--- src/shared/link_train_regs.svh ---
// What this block does
// - Lane 3 local trigger applies its coefficient field
// - Triggers self-clear; writing zero changes nothing
// - Local trigger ignored unless local override set
// - Read-only lane status fields at 8-bit stride
// - Lock error with initial taps means unrecoverable
// - Local request word mirrors transmitted word low bits while partner override clear
// - Local request word writable only under partner override
// - Word holds post, main, pre requests high to low
// - Partner field holds last received frame word
// - Local override swaps protocol for software changes
// - Partner trigger starts sending word, then self-clears
`ifndef LINK_TRAIN_REGS_SVH
`define LINK_TRAIN_REGS_SVH

// ----------------------------------------------------------------
// Register offsets
// ----------------------------------------------------------------
`define LT_ADDR_CTRL 12'h0d0
`define LT_ADDR_TRIG 12'h0d1
`define LT_ADDR_STATUS 12'h0d2
`define LT_ADDR_UNRECOV 12'h0d3
`define LT_ADDR_COEF_WORDS 12'h0d4
`define LT_ADDR_LCOEF_L0 12'h0dd
`define LT_ADDR_LCOEF_L1 12'h0e1
`define LT_ADDR_LCOEF_L2 12'h0e5
`define LT_ADDR_LCOEF_L3 12'h0e9

// ----------------------------------------------------------------
// Field positions and widths
// ----------------------------------------------------------------
`define LT_CTRL_PARTNER_OVR_BIT 16
`define LT_CTRL_LOCAL_OVR_BIT 17
`define LT_TRIG_PARTNER_LSB 4
`define LT_TRIG_LOCAL_LSB 8
`define LT_STATUS_STRIDE 8
`define LT_STATUS_W 6
`define LT_LOCK_ERR_BIT 3
`define LT_LOCAL_WORD_LSB 0
`define LT_PARTNER_WORD_LSB 16
`define LT_LCOEF_LSB 16
`define LT_LCOEF_W 8

// ----------------------------------------------------------------
// Reset values
// ----------------------------------------------------------------
`define LT_CTRL_RST 2'h0
`define LT_LCOEF_RST 8'h00
`define LT_WORD_RST 6'h00
`define LT_RDATA_RST 32'h0000_0000

`endif

--- src/shared/link_train_pkg.sv ---
package link_train_pkg;

	// Two-bit coefficient request code
	typedef enum logic [1:0] {
		COEF_HOLD = 2'h0,
		COEF_INC = 2'h1,
		COEF_DEC = 2'h2,
		COEF_RSVD = 2'h3
	} coef_code_t;

	// Six-bit request word: post [5:4], main [3:2], pre [1:0]
	typedef logic [5:0] coef_word_t;

endpackage : link_train_pkg

--- src/rtl/coef_req_filter.sv ---
`timescale 1ns/1ps
// Replaces the reserved code in each request field by hold
module coef_req_filter
	import link_train_pkg::*;
(
	input wire coef_word_t word_in,
	output coef_word_t word_out
);

	// Field by field, reserved code never leaves this block
	always_comb
	begin
		word_out = word_in;
		for (int f = 0; f < 3; f++)
		begin
			if (coef_code_t'(word_in[2*f +: 2]) == COEF_RSVD)
			begin
				word_out[2*f +: 2] = COEF_HOLD;
			end
		end
	end

endmodule : coef_req_filter

--- src/rtl/sc_trigger.sv ---
`timescale 1ns/1ps
// Self-clearing trigger bit, gated by an enable
module sc_trigger
(
	input wire logic ref_clk,
	input wire logic resetn,
	input wire logic set_req,
	input wire logic allow,
	output logic fire
);

	logic pend_q;

	// Set wins over the self-clear so back-to-back writes are not lost
	always_ff @(posedge ref_clk or negedge resetn)
	begin
		if (!resetn)
		begin
			pend_q <= 1'b0;
		end
		else if (set_req && allow)
		begin
			pend_q <= 1'b1;
		end
		else
		begin
			pend_q <= 1'b0;
		end
	end

	assign fire = pend_q;

endmodule : sc_trigger

--- src/rtl/link_train_coef_override_regs.sv ---
// Design decision made here: the strobed register port.
`timescale 1ns/1ps
`include "link_train_regs.svh"
// Software register bank for link training coefficient override
module link_train_coef_override_regs
	import link_train_pkg::*;
#(
	parameter int NUM_LANES = 4,
	parameter int TAP_W = 8,
	parameter logic [4*TAP_W-1:0] INIT_TAP = '0
)
(
	input wire logic ref_clk,
	input wire logic resetn,
	input wire logic [11:0] reg_addr,
	input wire logic [31:0] reg_wdata,
	input wire logic reg_wr,
	input wire logic reg_rd,
	output logic [31:0] reg_rdata,
	input wire logic [4*`LT_STATUS_W-1:0] lane_status,
	input wire logic [4*TAP_W-1:0] lane_tap_setting,
	input wire logic [15:0] tx_word0,
	input wire logic [15:0] rx_word0,
	input wire logic rx_word0_valid,
	output logic local_override_mode,
	output logic partner_override_mode,
	output logic [3:0] local_coef_apply,
	output logic [4*`LT_LCOEF_W-1:0] local_coef_value,
	output logic [3:0] partner_send,
	output coef_word_t partner_word0,
	output logic [3:0] unrecoverable
);

	// ----------------------------------------------------------------
	// Register state
	// ----------------------------------------------------------------
	logic partner_ovr_q;
	logic local_ovr_q;
	logic [`LT_LCOEF_W-1:0] lcoef_q [4];
	logic [`LT_LCOEF_W-1:0] lcoef_val_q [4];
	logic [3:0] apply_q;
	coef_word_t local_coef_request_word_q;
	coef_word_t local_coef_request_word_d;
	coef_word_t partner_coef_request_word_q;
	coef_word_t sw_word_clean;
	logic [3:0] unrecov_q;
	logic [31:0] rdata_q;
	logic [31:0] rdata_d;

	// Decoded write strobes
	logic wr_ctrl;
	logic wr_trig;
	logic wr_words;
	logic [3:0] wr_lcoef;

	// Trigger outputs
	logic [3:0] partner_fire;
	logic [3:0] local_fire;

	// Assembled read views
	logic [31:0] status_view;
	logic [31:0] trig_view;
	logic [31:0] words_view;

	// ----------------------------------------------------------------
	// Address decode
	// ----------------------------------------------------------------

	// Writes are single cycle, no wait states
	assign wr_ctrl = reg_wr && (reg_addr == `LT_ADDR_CTRL);
	assign wr_trig = reg_wr && (reg_addr == `LT_ADDR_TRIG);
	assign wr_words = reg_wr && (reg_addr == `LT_ADDR_COEF_WORDS);
	assign wr_lcoef[0] = reg_wr && (reg_addr == `LT_ADDR_LCOEF_L0);
	assign wr_lcoef[1] = reg_wr && (reg_addr == `LT_ADDR_LCOEF_L1);
	assign wr_lcoef[2] = reg_wr && (reg_addr == `LT_ADDR_LCOEF_L2);
	assign wr_lcoef[3] = reg_wr && (reg_addr == `LT_ADDR_LCOEF_L3);

	// ----------------------------------------------------------------
	// Control register: override enables
	// ----------------------------------------------------------------

	// Both enables are plain read/write level bits
	always_ff @(posedge ref_clk or negedge resetn)
	begin
		if (!resetn)
		begin
			partner_ovr_q <= 1'b0;
			local_ovr_q <= 1'b0;
		end
		else if (wr_ctrl)
		begin
			partner_ovr_q <= reg_wdata[`LT_CTRL_PARTNER_OVR_BIT];
			local_ovr_q <= reg_wdata[`LT_CTRL_LOCAL_OVR_BIT];
		end
	end

	// Local override hands coefficient control to software
	assign local_override_mode = local_ovr_q;
	assign partner_override_mode = partner_ovr_q;

	// ----------------------------------------------------------------
	// Self-clearing triggers
	// ----------------------------------------------------------------

	// One trigger per lane and per direction; a zero write sets nothing
	generate
		for (genvar l = 0; l < 4; l++)
		begin : g_trig
			// Partner word send, honoured only under partner override
			sc_trigger u_partner_trig (
				.ref_clk(ref_clk),
				.resetn(resetn),
				.set_req(wr_trig && reg_wdata[`LT_TRIG_PARTNER_LSB + l]),
				.allow(partner_ovr_q),
				.fire(partner_fire[l])
			);
			// Local coefficient apply, honoured only under local override
			sc_trigger u_local_trig (
				.ref_clk(ref_clk),
				.resetn(resetn),
				.set_req(wr_trig && reg_wdata[`LT_TRIG_LOCAL_LSB + l]),
				.allow(local_ovr_q),
				.fire(local_fire[l])
			);
		end
	endgenerate

	// The pending bit itself is the one-cycle send request
	assign partner_send = partner_fire;

	// ----------------------------------------------------------------
	// Local coefficient fields, one per lane
	// ----------------------------------------------------------------

	// Software stages the coefficients before pulsing the trigger
	always_ff @(posedge ref_clk or negedge resetn)
	begin
		if (!resetn)
		begin
			for (int l = 0; l < 4; l++)
			begin
				lcoef_q[l] <= `LT_LCOEF_RST;
			end
		end
		else
		begin
			for (int l = 0; l < 4; l++)
			begin
				if (wr_lcoef[l])
				begin
					lcoef_q[l] <= reg_wdata[`LT_LCOEF_LSB +: `LT_LCOEF_W];
				end
			end
		end
	end

	// Apply pulse and the value it carries, both from flops
	always_ff @(posedge ref_clk or negedge resetn)
	begin
		if (!resetn)
		begin
			apply_q <= 4'h0;
			for (int l = 0; l < 4; l++)
			begin
				lcoef_val_q[l] <= `LT_LCOEF_RST;
			end
		end
		else
		begin
			apply_q <= local_fire;
			for (int l = 0; l < 4; l++)
			begin
				if (local_fire[l])
				begin
					lcoef_val_q[l] <= lcoef_q[l];
				end
			end
		end
	end

	// Value is held between pulses so the engine may sample late
	assign local_coef_apply = apply_q;
	generate
		for (genvar l = 0; l < 4; l++)
		begin : g_lval
			assign local_coef_value[l*`LT_LCOEF_W +: `LT_LCOEF_W] = lcoef_val_q[l];
		end
	endgenerate

	// ----------------------------------------------------------------
	// Lane 0 coefficient request words
	// ----------------------------------------------------------------

	// Scrub reserved codes from software before they can be sent
	coef_req_filter u_sw_filter (
		.word_in(coef_word_t'(reg_wdata[`LT_LOCAL_WORD_LSB +: 6])),
		.word_out(sw_word_clean)
	);

	// Mirror the sent word unless software owns it
	always_comb
	begin
		local_coef_request_word_d = local_coef_request_word_q;
		if (!partner_ovr_q)
		begin
			local_coef_request_word_d = coef_word_t'(tx_word0[5:0]);
		end
		else if (wr_words)
		begin
			local_coef_request_word_d = sw_word_clean;
		end
	end

	always_ff @(posedge ref_clk or negedge resetn)
	begin
		if (!resetn)
		begin
			local_coef_request_word_q <= `LT_WORD_RST;
		end
		else
		begin
			local_coef_request_word_q <= local_coef_request_word_d;
		end
	end

	// Post, main, pre fields travel in place; engine sends as stored
	assign partner_word0 = local_coef_request_word_q;

	// Latest received frame word; software cannot write it
	always_ff @(posedge ref_clk or negedge resetn)
	begin
		if (!resetn)
		begin
			partner_coef_request_word_q <= `LT_WORD_RST;
		end
		else if (rx_word0_valid)
		begin
			partner_coef_request_word_q <= coef_word_t'(rx_word0[5:0]);
		end
	end

	// ----------------------------------------------------------------
	// Unrecoverable frame-lock error detection
	// ----------------------------------------------------------------

	// Lock error with taps at their initial setting means retry is futile
	always_ff @(posedge ref_clk or negedge resetn)
	begin
		if (!resetn)
		begin
			unrecov_q <= 4'h0;
		end
		else
		begin
			for (int l = 0; l < 4; l++)
			begin
				unrecov_q[l] <= lane_status[l*`LT_STATUS_W + `LT_LOCK_ERR_BIT]
					&& (lane_tap_setting[l*TAP_W +: TAP_W] == INIT_TAP[l*TAP_W +: TAP_W]);
			end
		end
	end

	assign unrecoverable = unrecov_q;

	// ----------------------------------------------------------------
	// Read views
	// ----------------------------------------------------------------

	// Six status bits per lane at byte stride, gaps read zero
	always_comb
	begin
		status_view = 32'h0000_0000;
		for (int l = 0; l < 4; l++)
		begin
			status_view[l*`LT_STATUS_STRIDE +: `LT_STATUS_W] =
				lane_status[l*`LT_STATUS_W +: `LT_STATUS_W];
		end
	end

	// Triggers read as their pending state, normally zero
	always_comb
	begin
		trig_view = 32'h0000_0000;
		trig_view[`LT_TRIG_PARTNER_LSB +: 4] = partner_fire;
		trig_view[`LT_TRIG_LOCAL_LSB +: 4] = local_fire;
	end

	// Both request words in one register
	always_comb
	begin
		words_view = 32'h0000_0000;
		words_view[`LT_LOCAL_WORD_LSB +: 6] = local_coef_request_word_q;
		words_view[`LT_PARTNER_WORD_LSB +: 6] = partner_coef_request_word_q;
	end

	// ----------------------------------------------------------------
	// Read data path
	// ----------------------------------------------------------------

	// Unmapped addresses read as zero
	always_comb
	begin
		rdata_d = 32'h0000_0000;
		case (reg_addr)
			`LT_ADDR_CTRL:
			begin
				rdata_d[`LT_CTRL_PARTNER_OVR_BIT] = partner_ovr_q;
				rdata_d[`LT_CTRL_LOCAL_OVR_BIT] = local_ovr_q;
			end
			`LT_ADDR_TRIG:
			begin
				rdata_d = trig_view;
			end
			`LT_ADDR_STATUS:
			begin
				rdata_d = status_view;
			end
			`LT_ADDR_UNRECOV:
			begin
				rdata_d[3:0] = unrecov_q;
			end
			`LT_ADDR_COEF_WORDS:
			begin
				rdata_d = words_view;
			end
			`LT_ADDR_LCOEF_L0:
			begin
				rdata_d[`LT_LCOEF_LSB +: `LT_LCOEF_W] = lcoef_q[0];
			end
			`LT_ADDR_LCOEF_L1:
			begin
				rdata_d[`LT_LCOEF_LSB +: `LT_LCOEF_W] = lcoef_q[1];
			end
			`LT_ADDR_LCOEF_L2:
			begin
				rdata_d[`LT_LCOEF_LSB +: `LT_LCOEF_W] = lcoef_q[2];
			end
			`LT_ADDR_LCOEF_L3:
			begin
				rdata_d[`LT_LCOEF_LSB +: `LT_LCOEF_W] = lcoef_q[3];
			end
			default:
			begin
				rdata_d = 32'h0000_0000;
			end
		endcase
	end

	// Data appears in the cycle after the read strobe and holds until the next read
	always_ff @(posedge ref_clk or negedge resetn)
	begin
		if (!resetn)
		begin
			rdata_q <= `LT_RDATA_RST;
		end
		else if (reg_rd)
		begin
			rdata_q <= rdata_d;
		end
	end

	assign reg_rdata = rdata_q;

endmodule : link_train_coef_override_regs

--- config.mk ---
export PLATFORM = sky130hd
export DESIGN_NAME = link_train_coef_override_regs
export DESIGN_NICKNAME = d
export VERILOG_FILES = /design/src/shared/link_train_pkg.sv /design/src/rtl/coef_req_filter.sv /design/src/rtl/sc_trigger.sv /design/src/rtl/link_train_coef_override_regs.sv
export VERILOG_INCLUDE_DIRS = /design/src /design/src/shared
export SDC_FILE = /design/constraint.sdc
export NUM_CORES = 1
export LEC_CHECK = 0
export CORE_UTILIZATION = 63
export DETAILED_ROUTE_END_ITERATION = 8
export DONT_BUFFER_PORTS = 1
export GPL_TIMING_DRIVEN = 0
export PLACE_DENSITY = 0.79
export SKIP_CTS_REPAIR_TIMING = 1
export SLEW_MARGIN = 20
export SYNTH_ARGS = -nofsm -noshare
export SYNTH_HDL_FRONTEND = slang
export SYNTH_SLANG_ARGS = --single-unit
--- constraint.sdc ---
create_clock -name ref_clk -period 1.25 [get_ports ref_clk]
set_input_delay 0 -clock ref_clk [delete_from_list [all_inputs] [get_ports ref_clk]]
set_output_delay 0 -clock ref_clk [all_outputs]
set_load 0.05 [all_outputs]
Word level (Yosys, flattened, before mapping)
Cells that the tools add are included. Widths: inputs -> output; s select.

Register bits: 126.

Equal/unequal tests: 13. Reductions and logical operators: 31. Multiplexer cells: 18.

Operators with widths (number): $eq 12x8->1 const B (9); $pmux 6 s6 (1); $logic_not 8->1 (4); $pmux 10 s3 (1); $logic_and 1x1->1 (27); $mux 6 (3); $pmux 2 s7 (1); $pmux 4 s3 (1); $mux 1 (8); $eq 2x2->1 const B (3); $mux 2 (3); $ne 2x1->1 const B (1).

Depth between registers and ports, before layout
Word-level depth: 5. Gate-level depth with buffers: 7.

Modules after synthesis
Synthesis repeated with hierarchy kept, for this count alone.

Cell total of the unflattened synthesis: 452. Area total of the unflattened synthesis: 5466.5 µm².

Modules (own cells, without submodules): link_train_coef_override_regs (times used 1, sequential area each 2852.7 µm², area an instance 5178.7 µm², cells each 430); sc_trigger (times used 8, sequential area each 25.0 µm², area an instance 31.3 µm², cells each 2); coef_req_filter (times used 1, sequential area each 0.0 µm², area an instance 37.5 µm², cells each 6).

Least setup slack after synthesis
Ideal clock, no wire load.

Path type: input to register. Start: input port reg_addr[11]. End: register local_coef_request_word_q[2] (netlist: partner_word0[2]). Arrival: 1704 ps. Required time: 1173 ps. Cell stages on the path: 7. Setup slack: -532 ps. Cell sequence: or4_4 -> buf_6 -> or4_4 -> buf_6 -> nor3b_1 -> a21oi_1 -> a21oi_1.

Cells in the longest elaborated chain, start to end: 3.

RTL lines: start: declaration (line link_train_coef_override_regs.sv:15) `input wire logic [11:0] reg_addr,`; $eq 12x8->1; $logic_and 1x1->1 (line link_train_coef_override_regs.sv:72) `` assign wr_words = reg_wr && (reg_addr == `LT_ADDR_COEF_WORDS); ``; $ne 2x1->1 (no line); end signal: assignment (line link_train_coef_override_regs.sv:218) `` local_coef_request_word_q <= `LT_WORD_RST; ``; end signal: assignment (line link_train_coef_override_regs.sv:222) `local_coef_request_word_q <= local_coef_request_word_d;`; end: declaration (line link_train_coef_override_regs.sv:42) `coef_word_t local_coef_request_word_q;`.

No other way between the ends. A chain may end at the register's enable or synchronous reset.

Worst setup path after layout
Start: input port reg_addr[0]. End: register local_coef_request_word_q[1] (netlist: partner_word0[1]).

Same word-level chain as after synthesis.

==> metrics.md <==
| Metric | Value |
|---|---|
| Crit path DAT | 1.76 ns |
| Worst setup margin | -0.0948 ns |
| Post-layout min period | 1.34 ns |
| I/O Pins | 221 |
| Total power draw | 9.87 mW |
| Worst Path Max Fanout | 5 |
| Fin cells | 669 |
| Sequential area share after synthesis | 0.564 |
| Largest net degree at the start of global routing | 123 |
| Nets | 687 |
| CP bufs+invs | 1 |
| Layout area overhead | 32.3% |
| Vias | 4,524 |
| Multi-input combinational cell area | 0.00231 sq mm |
| CP Cell Sequence | or4b_4 > or4_4 > buf_8 > nor3b_2 > a21oi_1 > a21oi_1 |
| CTS tree | yes |
| Mapped Area | 0.00542 sq mm |
| Delay-heaviest family, CP | simple AND/OR/NAND/NOR gates |
| CP Data Required Time | 1.67 ns |
| Initial antenna violation count | 1 |
| DIE HEIGHT | 94.7 microns |
| Yosys cell types | 49 |
| Clock skew | 0.0143 ns |
| Primary FF master, synth | dfrtp_1 |
| TritonCTS Sinks | 122 |
| Max Cap Viol | 0 |
| Detailed-route wire length per cell | 26.2 microns |
| EDFF count, synth | 0 |
| # rows | 33 |
| Root buffer cell | clkbuf_8 |
| DRC viols | 0 |
| Ratio of cells with drive above 1 in the final layout | 0.284 |
| FF-to-FF End | partner_word0[1]$_DFFE_PN0P_ |
| Relative slew slack | 0.547 |
| Chip width | 94.7 microns |
| PwrDens | 1380 mW/mm^2 |
| Worst R2R Setup Slack | -0.05 ns |
| YS warnings | 0 |
| Hpwl dp | 10,500 microns |
| Overall global routing resource usage | 0.355 |
| Worst hold path type | input pin to async pin |
| CP dominant cell by count | a21oi_1 |
| RSZ-0062 raised after global routing | true |
| Cell depth of the worst setup path | 6 |
| Core ar. | 0.00826 sq mm |
| Hold Fails Final Rpt | 160 |
| Remaining global-route overflow | 0 |
| Port buffer count | 0 |
| WL final | 17,500 microns |
| Max Buffers Root-to-Sink | 2 |
| Synth Register Bits | 122 |
| Antenna Nets Post-Route | 0 |
| Syn_area_per_cell | 12.0 sq um |
| Worst setup EP type | register |
| Placed instance count | 560 |
| Via/cell ratio | 6.76 |
| Initial core utilization | 0.656 |
| FMAX | 744 MHz |
| Clock Latency Late Sink | 0.52 ns |
| Failing checks | negative hold slack, negative setup slack |
| H-Tree Depth | 4 |
| Reg-to-reg critical path startpoint | partner_override_mode$_DFFE_PN0P_ |
| Synth async-reset ratio | 1.00 |
| First drt pass iteration count | 7 |
| GP Congestion | 0.908 |
| Reg2Reg Depth | 3 |
| Storage cell area | 0.00307 sq mm |
| Tcrit/Tclk final | 1.08 |
| Slew @ Worst Pin | 0.679 ns |
| Fin. max-slew vios | 0 |
| Endpoints failing setup | 17 |
| FILL cells | 384 |
| CP Launch Type | input pin |
| Clock Pin Slew Worst Setup and Hold Paths | 0.06 ns |
| Max rail drop VDD | 1040 uV |
| Hold Slack | -0.831 ns |
| First-pass GRT wire length | 22,700 microns |
| Vias in the first global route | 4,203 |
| Leakage | 3.24 nW |
| Full die area | 0.00897 sq mm |
| CP peak stage delay | 0.58 ns |
| Drt initial violations | 436 |
| Slowest CP cell | or4_4 |
| Outcome | finished with violations |
| Crit Path Class | input pin to register |
| CTS Buf Count | 17 |
| Mapped Cells | 452 |
==> flip-flops by register name, summed over array words and instances (netlist names) <==
name                         count
lcoef_q                         32
local_coef_value                32
reg_rdata                       28
partner_coef_request_word_q      6
partner_word0                    6
g_trig.u_local_trig.fire         4
g_trig.u_partner_trig.fire       4
local_coef_apply                 4
unrecoverable                    4
local_override_mode              1
partner_override_mode            1
==> cell families after synthesis <==
logic type	count (synthesis)	synth area share
other cells	1	0.000692
buf+inv	44	0.0402
simple gates	132	0.137
flops	122	0.564
mux	81	0.166
compound gates	72	0.0920
==> routing by layer <==
layer	up-vias	wire [microns]	global-route usage	part of all wire
met1	2233	5920	0.408	0.34
met3	94	1710	0.0942	0.098
li1	1849	-	-	-
met2	348	8970	0.606	0.51
met4	0	944	0.193	0.054
met5	-	0	0	0
==> power by group <==
| part | switching (mW) | leakage [nW] | total [mW] | internal (mW) |
|---|---|---|---|---|
| Sequential | 0.174 | 1.65 | 4.18 | 4.01 |
| Combinational | 0.245 | 1.29 | 0.493 | 0.248 |
| Clock | 1.80 | 0.300 | 5.20 | 3.39 |
==> layout make-up <==
class	count	share of cell area
clock inverter	11	0.0232
antenna	1	0.000349
tap	105	0.0183
buffer	31	0.0306
clock buffer	21	0.0641
sequential	122	0.428
multi-input combinational	289	0.322
timing repair buffer	77	0.107
inverter	12	0.00629
==> cells in the mapped netlist (all sizes together) (5+ instances only) <==
cell type / number / area [sq um]
buf: 17 / 116
nor2: 41 / 154
a221oi: 10 / 87.6
inv: 11 / 41.3
mux2i: 9 / 90.1
a31oi: 5 / 31.3
and2: 9 / 56.3
mux2: 72 / 811
nand2: 17 / 66.3
nand4b: 7 / 61.3
clkbuf: 15 / 56.3
nor3: 7 / 51.3
dfrtp: 122 / 3050
a21oi: 16 / 80.1
nor4: 7 / 43.8
o21ai: 15 / 75.1
nand3: 13 / 65.1
or4: 6 / 52.6
a22oi: 8 / 60.1
nor3b: 9 / 77.6
==> worst max path at each step <==
stage	start	endpoint
after floorplan	reg_addr[11]	partner_word0[1]$_DFFE_PN0P_
after global placement	reg_addr[1]	reg_rdata[4]$_DFFE_PN0P_
after detailed placement	reg_addr[1]	reg_rdata[5]$_DFFE_PN0P_
after CTS	partner_override_mode$_DFFE_PN0P_	partner_word0[1]$_DFFE_PN0P_
after global routing	reg_addr[0]	partner_word0[1]$_DFFE_PN0P_
final	reg_addr[0]	partner_word0[1]$_DFFE_PN0P_
==> layout by cell type, fill, tap and decap left out, types with 11 or more instances in the layout <==
cell type / n
dfrtp_1: 112
dlygate4sd3_1: 69
mux2_2: 56
nor2_1: 40
clkbuf_16: 17
nand2_1: 16
a21oi_1: 16
buf_4: 16
mux2_4: 16
o21ai_0: 15
nand3_1: 13
inv_1: 11
==> stage by stage <==
stage	utilization	cell area [sq um]	hold WS [ns]	worst slack, ns	TNS (ns)
after floorplan	-	5550	-0.296	-0.381	-16.11
after global placement	0.688	5680	-0.293	-0.646	-38.91
after detailed placement	0.688	5680	-0.293	-0.671	-39.75
after CTS	0.764	6310	-0.837	-0.198	-8.59
after global routing	0.867	7160	-0.843	-0.163	-1.64
final	0.867	7160	-0.831	-0.0948	-0.609
Power figures use the tool's default switching activity.
